==> src/rtl/fsl_defines.svh <==
/*
 * constants for the frame-sync, lock alarm and status pin block:
 * reset values, three-level codes and decoded rate levels.
 * assumes it is included once per compilation unit by bare name.
 */
`ifndef FSL_DEFINES_SVH
`define FSL_DEFINES_SVH

// ---------------------------------------------------------------
// three-level pin codes: {high_seen, low_seen}
// ---------------------------------------------------------------
`define FSL_LVL_LOW 2'h1
`define FSL_LVL_HIGH 2'h2
`define FSL_LVL_MID 2'h0

// ---------------------------------------------------------------
// decoded rate levels
// ---------------------------------------------------------------
`define FSL_RATE_L 2'h0
`define FSL_RATE_M 2'h1
`define FSL_RATE_H 2'h2

// ---------------------------------------------------------------
// reset values
// ---------------------------------------------------------------
`define FSL_RST_ACTIVE 4'h0
`define FSL_RST_RATE 2'h1
// alarm pin and status start in the unlocked sense
`define FSL_RST_ALARM 1'h1
`define FSL_RST_UNLOCKED 1'h1

`endif

==> src/rtl/fsl_pkg.sv <==
/*
 * types shared by the frame-sync and status pin block.
 * assumes fsl_defines.svh is available on the include path.
 */
package fsl_pkg;

   // ------------------------------------------------------------
   // pin groups
   // ------------------------------------------------------------
   // tri-state output pin as value and output enable
   typedef struct packed {
      logic out;
      logic oe;
   } fsl_pin_type;

   // three-level input sensed as two comparators
   typedef struct packed {
      logic high_seen;
      logic low_seen;
   } fsl_tri_type;

   // whole state of the block
   typedef struct packed {
      logic [1:0] realign_s;
      logic [1:0] realign_bit_s;
      logic [1:0] sel_s;
      logic [1:0] mode_s;
      logic [1:0] lock_s;
      logic [3:0] act_s0;
      logic [3:0] act_s1;
      logic [1:0] r0_s0;
      logic [1:0] r0_s1;
      logic [1:0] r1_s0;
      logic [1:0] r1_s1;
      logic realign_out;
      logic sync_of_one;
      logic sync_of_two;
      logic lock_status;
      fsl_pin_type lock_pin;
      logic [3:0] act_status;
      logic [3:0] act_out;
      logic [3:0] act_oe;
      logic [1:0] rate_low;
      logic [1:0] rate_high;
   } fsl_state_type;

endpackage

==> src/rtl/fsl_pins.sv <==
/*
 * frame-sync realign request, clock pairing, lock alarm, active
 * indicators and reference rate decode for the clock multiplier.
 * assumes all pin inputs are asynchronous to clock; the analog
 * loop supplies pll_locked and the input monitor supplies the
 * active-input vector, also treated as asynchronous.
 */
`timescale 1ns/1ps
`include "fsl_defines.svh"

module fsl_pins
   import fsl_pkg::*;
(
   // clock and reset
   input wire logic clock,
   input wire logic resetn,
   // realign control
   input wire logic sync_realign_input,
   input wire logic realign_register_bit,
   input wire logic realign_pin_control_select,
   input wire logic clock_pairing_mode_bit,
   output logic realign_request,
   // frame-sync pairing: high when input three / four is a sync
   output logic sync_for_input_one,
   output logic sync_for_input_two,
   // lock alarm
   input wire logic pll_locked,
   input wire logic lock_alarm_pin_enable,
   input wire logic lock_alarm_polarity,
   output logic lock_alarm_output,
   output logic lock_alarm_output_oe,
   output logic lock_status_bit,
   // active clock indicators, one bit per clock input
   input wire logic [3:0] input_is_active,
   input wire logic [3:0] input_active_pin_enable,
   input wire logic input_active_polarity,
   output logic [3:0] input_active_indicator,
   output logic [3:0] input_active_indicator_oe,
   output logic [3:0] input_active_status_bit,
   // reference rate selects, three-level
   input wire fsl_tri_type reference_rate_select_low,
   input wire fsl_tri_type reference_rate_select_high,
   output logic [1:0] rate_low_level,
   output logic [1:0] rate_high_level
);

   fsl_state_type state_reg;
   fsl_state_type state_next;

   // ------------------------------------------------------------
   // three-level decode
   // ------------------------------------------------------------
   // neither comparator tripped means the pin floats mid-rail
   function automatic logic [1:0] decode_level(input logic [1:0] t);
      logic [1:0] lvl;
      lvl = `FSL_RATE_M;
      if (t == `FSL_LVL_LOW) begin
         lvl = `FSL_RATE_L;
      end else if (t == `FSL_LVL_HIGH) begin
         lvl = `FSL_RATE_H;
      end
      return lvl;
   endfunction

   // ------------------------------------------------------------
   // next-state logic
   // ------------------------------------------------------------
   always_comb begin
      state_next = state_reg;
      // two-stage synchronisers; stage 0 feeds only stage 1
      state_next.realign_s = {state_reg.realign_s[0],
         sync_realign_input};
      state_next.realign_bit_s = {state_reg.realign_bit_s[0],
         realign_register_bit};
      state_next.sel_s = {state_reg.sel_s[0],
         realign_pin_control_select};
      state_next.mode_s = {state_reg.mode_s[0],
         clock_pairing_mode_bit};
      state_next.lock_s = {state_reg.lock_s[0], pll_locked};
      state_next.act_s0 = input_is_active;
      state_next.act_s1 = state_reg.act_s0;
      state_next.r0_s0 = reference_rate_select_low;
      state_next.r0_s1 = state_reg.r0_s0;
      state_next.r1_s0 = reference_rate_select_high;
      state_next.r1_s1 = state_reg.r1_s0;
      // realign is a level request, only in pairing mode;
      // the source follows the pin-control select
      if (state_reg.mode_s[1]) begin
         if (state_reg.sel_s[1]) begin
            state_next.realign_out = state_reg.realign_s[1];
         end else begin
            state_next.realign_out =
               state_reg.realign_bit_s[1];
         end
      end else begin
         state_next.realign_out = 1'b0;
      end
      // pairing: inputs three and four become sync inputs
      state_next.sync_of_one = state_reg.mode_s[1];
      state_next.sync_of_two = state_reg.mode_s[1];
      // lock status: high means unlocked, regardless of pin enable
      state_next.lock_status = ~state_reg.lock_s[1];
      // lock alarm pin: polarity bit inverts the default sense
      state_next.lock_pin.out = ~state_reg.lock_s[1]
         ^ lock_alarm_polarity;
      state_next.lock_pin.oe = lock_alarm_pin_enable;
      // active indicators, status always kept
      state_next.act_status = state_reg.act_s1;
      state_next.act_out = state_reg.act_s1
         ^ {4{~input_active_polarity}};
      state_next.act_oe = input_active_pin_enable;
      // reference rate decode from synchronised comparators
      state_next.rate_low = decode_level(state_reg.r0_s1);
      state_next.rate_high = decode_level(state_reg.r1_s1);
   end

   // ------------------------------------------------------------
   // state register
   // ------------------------------------------------------------
   // synchronous reset; every field takes a constant
   always_ff @(posedge clock) begin
      if (!resetn) begin
         state_reg <= '0;
         state_reg.lock_pin.out <= `FSL_RST_ALARM;
         state_reg.lock_status <= `FSL_RST_UNLOCKED;
         state_reg.act_status <= `FSL_RST_ACTIVE;
         state_reg.rate_low <= `FSL_RST_RATE;
         state_reg.rate_high <= `FSL_RST_RATE;
      end else begin
         state_reg <= state_next;
      end
   end

   // ------------------------------------------------------------
   // outputs, each straight from a flip-flop
   // ------------------------------------------------------------
   assign realign_request = state_reg.realign_out;
   assign sync_for_input_one = state_reg.sync_of_one;
   assign sync_for_input_two = state_reg.sync_of_two;
   assign lock_alarm_output = state_reg.lock_pin.out;
   assign lock_alarm_output_oe = state_reg.lock_pin.oe;
   assign lock_status_bit = state_reg.lock_status;
   assign input_active_status_bit = state_reg.act_status;
   assign input_active_indicator = state_reg.act_out;
   assign input_active_indicator_oe = state_reg.act_oe;
   assign rate_low_level = state_reg.rate_low;
   assign rate_high_level = state_reg.rate_high;
endmodule

==> config.mk <==
export PLATFORM = sky130hd
export DESIGN_NAME = fsl_pins
export DESIGN_NICKNAME = d
export VERILOG_FILES = /design/src/rtl/fsl_pkg.sv /design/src/rtl/fsl_pins.sv
export VERILOG_INCLUDE_DIRS = /design/src /design/src/rtl
export SDC_FILE = /design/constraint.sdc
export NUM_CORES = 1
export LEC_CHECK = 0
export ABC_AREA = 1
export ABC_CLOCK_PERIOD_IN_PS = 1050
export BUFFER_PORTS_ARGS = -buffer_cell sky130_fd_sc_hd__buf_2
export CORE_MARGIN = 2
export CORE_UTILIZATION = 45
export DETAILED_ROUTE_END_ITERATION = 10
export GPL_TIMING_DRIVEN = 0
export PLACE_DENSITY_LB_ADDON = 0.3
export REMOVE_ABC_BUFFERS = 1
export SLEW_MARGIN = 15
export SYNTH_ARGS = -nofsm -noshare
export SYNTH_HDL_FRONTEND = slang
export SYNTH_SLANG_ARGS = --single-unit
==> constraint.sdc <==
create_clock -name clock -period 1.05 [get_ports clock]
set_clock_uncertainty 0.05 [all_clocks]
set_input_delay 0 -clock clock [delete_from_list [all_inputs] [get_ports clock]]
set_output_delay 0 -clock clock [all_outputs]
set_load 0.005 [all_outputs]
# ---- After elaboration in Yosys (flattened, before gate mapping)
# Index checks and enable logic that the tools add are counted.
dict set report classes {
  muxes 5
  n_bitwise 5
  n_eq_ne 4
  reduce_logical 3
}
# operator n
set ops {}
lappend ops {{$eq 2x1->1 const B} 2}
lappend ops {{$eq 2x2->1 const B} 2}
lappend ops {{$mux 2} 2}
lappend ops {{$reduce_or 2->1} 2}
lappend ops {{$xor 4x4->4} 1}
lappend ops {{$mux 1} 3}
lappend ops {{$not 1->1} 3}
lappend ops {{$reduce_and 2->1} 1}
lappend ops {{$xor 1x1->1} 1}
dict set report word_totals {
  out_inout_bits 22
  in_bits 22
  elab_cells 40
  regBits 47
}

# ---- Logic depth before layout (Yosys ltp)
dict set report depth {
  depth_word 3
  mapped_depth 5
  ltp_nobuf 4
}

# ---- Worst setup path after synthesis
# OpenSTA, ideal clock, no wires.
dict set report synth_timing {
  kind {flip-flop to flip-flop}
  from {register state_reg[22] (netlist name)}
  to {register state_reg, in the netlist rate_high_level[0]}
  slack_ns 0.063
  n_path_buf 0
  setup_ns 0.120
  path_stages_with_launch 4
  period_less_slack_ns 0.987
  required_ns 0.880
  arrival_ns 0.817
  cell_sequence {dfxtp_1 inv_1 ha_1 or2_1}
}
# element line
set synth_lines {}
lappend synth_lines {{from (decl)} fsl_pins.sv:47} ;# fsl_state_type state_reg;
lappend synth_lines {{from (signal assigned)} fsl_pins.sv:130} ;# state_reg <= state_next;

==> impl_metrics.py <==
metrics = {
    "outcome": {
        "status": "completed",
    },
    "route": {
        "drt_pre_antenna_iters": 2,
        "drt.antenna.violating_nets": 0,
        "routed_wire_length_per_instance_um": 8.09,
        "drc": 0,
        "first_iter_violations": 16,
        "vias_per_instance": 3.85,
        "routed_wirelength_mm": 2.25,
        "vias": 1069,
    },
    "timing": {
        "final_min_period_over_clock_period_pct": 95.9,
        "final-setup-viol-count": 0,
        "max_clock_freq_mhz": 994,
        "period_minus_slack_ps": 1010,
        "fin_hold_ws_ps": 153,
        "grt_setup_unrepaired": "false",
        "number_of_pins_exceeding_their_max_slew_limit_in_the_final_report": 0,
        "hold_viol_final": 0,
        "relSlewSlack_pct": 46.9,
        "worst_pin_slew_ps": 797,
    },
    "die": {
        "dieWidth_um": 64.3,
        "chipHeight_um": 64.3,
        "die-area_um2": 4130,
        "top_level_port_count": 44,
        "placeableCoreArea_um2": 3420,
        "rows": 21,
        "initial_utilization_pct": 47.9,
    },
    "clock_tree": {
        "sinks_on_clock_net": 47,
        "cts_root_buf": "sky130_fd_sc_hd__clkbuf_4",
        "postCtsSetupBuffers": 0,
        "worstSkewPairLatency_ps": 340,
        "cts_max_level": 2,
        "cts.reportedPaths.clkPinSlew_ps": 130,
        "cts_inserted_buffers": 5,
        "cts_tree": "built",
        "clockBufferDepth": 2,
    },
    "critical_path": {
        "criticalPathCategory": "reg2reg",
        "cp_startpoint": "state_reg[22]$_SDFF_PN0_",
        "required_ps": 1250,
        "critPathLaunchType": "flip-flop",
        "cp.arrival_ps": 1210,
        "critPathMaxFanout": 2,
        "worstReg2RegStart": "state_reg[22]$_SDFF_PN0_",
        "end_kind": "flip-flop",
    },
    "global_route": {
        "grt_busiest_layer": "met2",
        "global_route_wire_length_before_repair_mm": 3.95,
        "first_global_vias": 1011,
        "met3_usage_pct": 6.69,
        "grtUsageTotal_pct": 12.8,
        "grt_use_met1_pct": 12.4,
        "global_route.usage.met2_pct": 22.4,
        "antenna_found_initial": 0,
        "grt_start_max_net_pins": 45,
        "globalRouteOverflowTotal": 0,
    },
    "hold_path": {
        "worst_hold_path_type": "in2reg",
        "worst_hold_startpoint": "resetn",
    },
    "synthesis": {
        "synth-seq-area-share_pct": 57.5,
        "synth.cell_area_um2": 1640,
        "syn-mean-instance-area_um2": 8.94,
        "yosys.cell_types.count": 15,
        "yosys_warnings": 0,
        "syn_inst": 183,
        "synth-seq-cells": 47,
    },
    "finish": {
        "largest_register_ff_count": 18,
        "drive_above_1_share_pct": 28.0,
        "fin_util_pct": 58.5,
        "final_net_count": 257,
        "syn_to_final_growth_pct": 22.1,
        "n_antenna_cell": 0,
    },
    "pwr": {
        "design_power_total_mw": 3.23,
        "powerDensity_nw_per_um2": 1620,
        "p_leak_nw": 1.18,
        "peakVddDrop_uv": 873,
    },
    "placement": {
        "post_dp_hpwl_mm": 1.27,
        "gpl.final_weighted_congestion": 0.723,
        "io_buffer_count": 43,
    },
    "run": {
        "max_cap_violations": 0,
    },
}
kinds of logic (layout without fill, tap and decap cells):
logic type / Yosys count / after routing / share of synthesized area, %
buf+inv: 66 / 115 / 22.3
simple gates: 65 / 65 / 16.8
flops: 47 / 47 / 57.5
fa+ha+maj: 4 / 4 / 3.06
compound gates: 1 / 1 / 0.306
cell usage in the layout, fill, tap and decap left out:
master	count
sky130_fd_sc_hd__clkbuf_8	1
sky130_fd_sc_hd__a21oi_1	1
sky130_fd_sc_hd__clkinv_2	1
sky130_fd_sc_hd__nand2_2	5
sky130_fd_sc_hd__nor2_2	4
sky130_fd_sc_hd__clkbuf_4	5
sky130_fd_sc_hd__dfxtp_1	45
sky130_fd_sc_hd__dlygate4sd3_1	20
sky130_fd_sc_hd__or2_1	2
sky130_fd_sc_hd__dfxtp_2	2
sky130_fd_sc_hd__bufinv_16	1
sky130_fd_sc_hd__nand2_1	45
sky130_fd_sc_hd__or2_2	1
sky130_fd_sc_hd__inv_1	42
sky130_fd_sc_hd__buf_2	43
sky130_fd_sc_hd__ha_1	4
sky130_fd_sc_hd__nor2_1	8
sky130_fd_sc_hd__inv_2	2
repair_timing:
item / 4_1_cts / 5_1_grt
pin swaps: 0 / 2
setup endpoints to repair: 2 / 2
gates resized for setup: 2 / 0
hold buffers: 20 / 0
hold endpoints to repair: 23 / 0
cell usage after synthesis:
| library cell | count | area share, % |
|---|---|---|
| sky130_fd_sc_hd__a21oi_1 | 1 | 0.31 |
| sky130_fd_sc_hd__buf_12 | 1 | 1.2 |
| sky130_fd_sc_hd__buf_4 | 17 | 7.8 |
| sky130_fd_sc_hd__buf_6 | 1 | 0.69 |
| sky130_fd_sc_hd__clkbuf_8 | 3 | 2.5 |
| sky130_fd_sc_hd__dfxtp_1 | 47 | 58 |
| sky130_fd_sc_hd__ha_1 | 4 | 3.1 |
| sky130_fd_sc_hd__inv_1 | 42 | 9.6 |
| sky130_fd_sc_hd__inv_2 | 2 | 0.46 |
| sky130_fd_sc_hd__nand2_1 | 45 | 10 |
| sky130_fd_sc_hd__nand2_2 | 5 | 1.9 |
| sky130_fd_sc_hd__nor2_1 | 8 | 1.8 |
| sky130_fd_sc_hd__nor2_2 | 4 | 1.5 |
| sky130_fd_sc_hd__or2_1 | 2 | 0.76 |
| sky130_fd_sc_hd__or2_2 | 1 | 0.38 |
area by class of cell:
type	instances	area [um^2]
clock buffers	6	51.3
repair buffers	63	415
fillers	320	1420
flip-flops and latches	47	943
multi-input cells	70	329
inverters	44	165
well taps	46	57.6
clock inverters	2	35.0
through the flow:
step	setup TNS, ps	setup WS [ps]	instance area [um^2]	instances
6_report	0	43.5	2000	278
5_1_grt	0	2.97	2000	278
4_1_cts	0	13.3	2000	278
3_5_place_dp	-128	-52.7	1710	250
3_3_place_gp	-171	-70.0	1710	250
2_1_floorplan	0	63.4	1440	161
worst paths after layout:
kind | end | slack (ps) | depth (start not counted)
max | rate_high_level[0]$_SDFF_PN1_ | 40 | 3
min | lock_status_bit$_SDFF_PN1_ | 150 | 2
max reg2reg | rate_high_level[0]$_SDFF_PN1_ | 40 | 3
min reg2reg | state_reg[22]$_SDFF_PN0_ | 360 | 2
worst max-delay path, stage by stage, from the launching register on:
cell and delay, ps:
sky130_fd_sc_hd__dfxtp_2 350, sky130_fd_sc_hd__inv_1 40, sky130_fd_sc_hd__ha_1 270, sky130_fd_sc_hd__or2_1 200
per-layer routing:
metal,vias to the layer above,share of wire [%]
li1,584,-
met3,2,7.7
met1,455,39
met4,0,0.76
met5,-,0
met2,28,52
report_power, final:
part | internal (mW) | leakage, nW | switching (mW)
sequential | 1.86 | 0.389 | 0.0224
combinational | 0.140 | 0.741 | 0.112
clock | 0.563 | 0.0482 | 0.527
total | 2.57 | 1.18 | 0.662
Note: power is estimated with default switching activity, not from simulation.
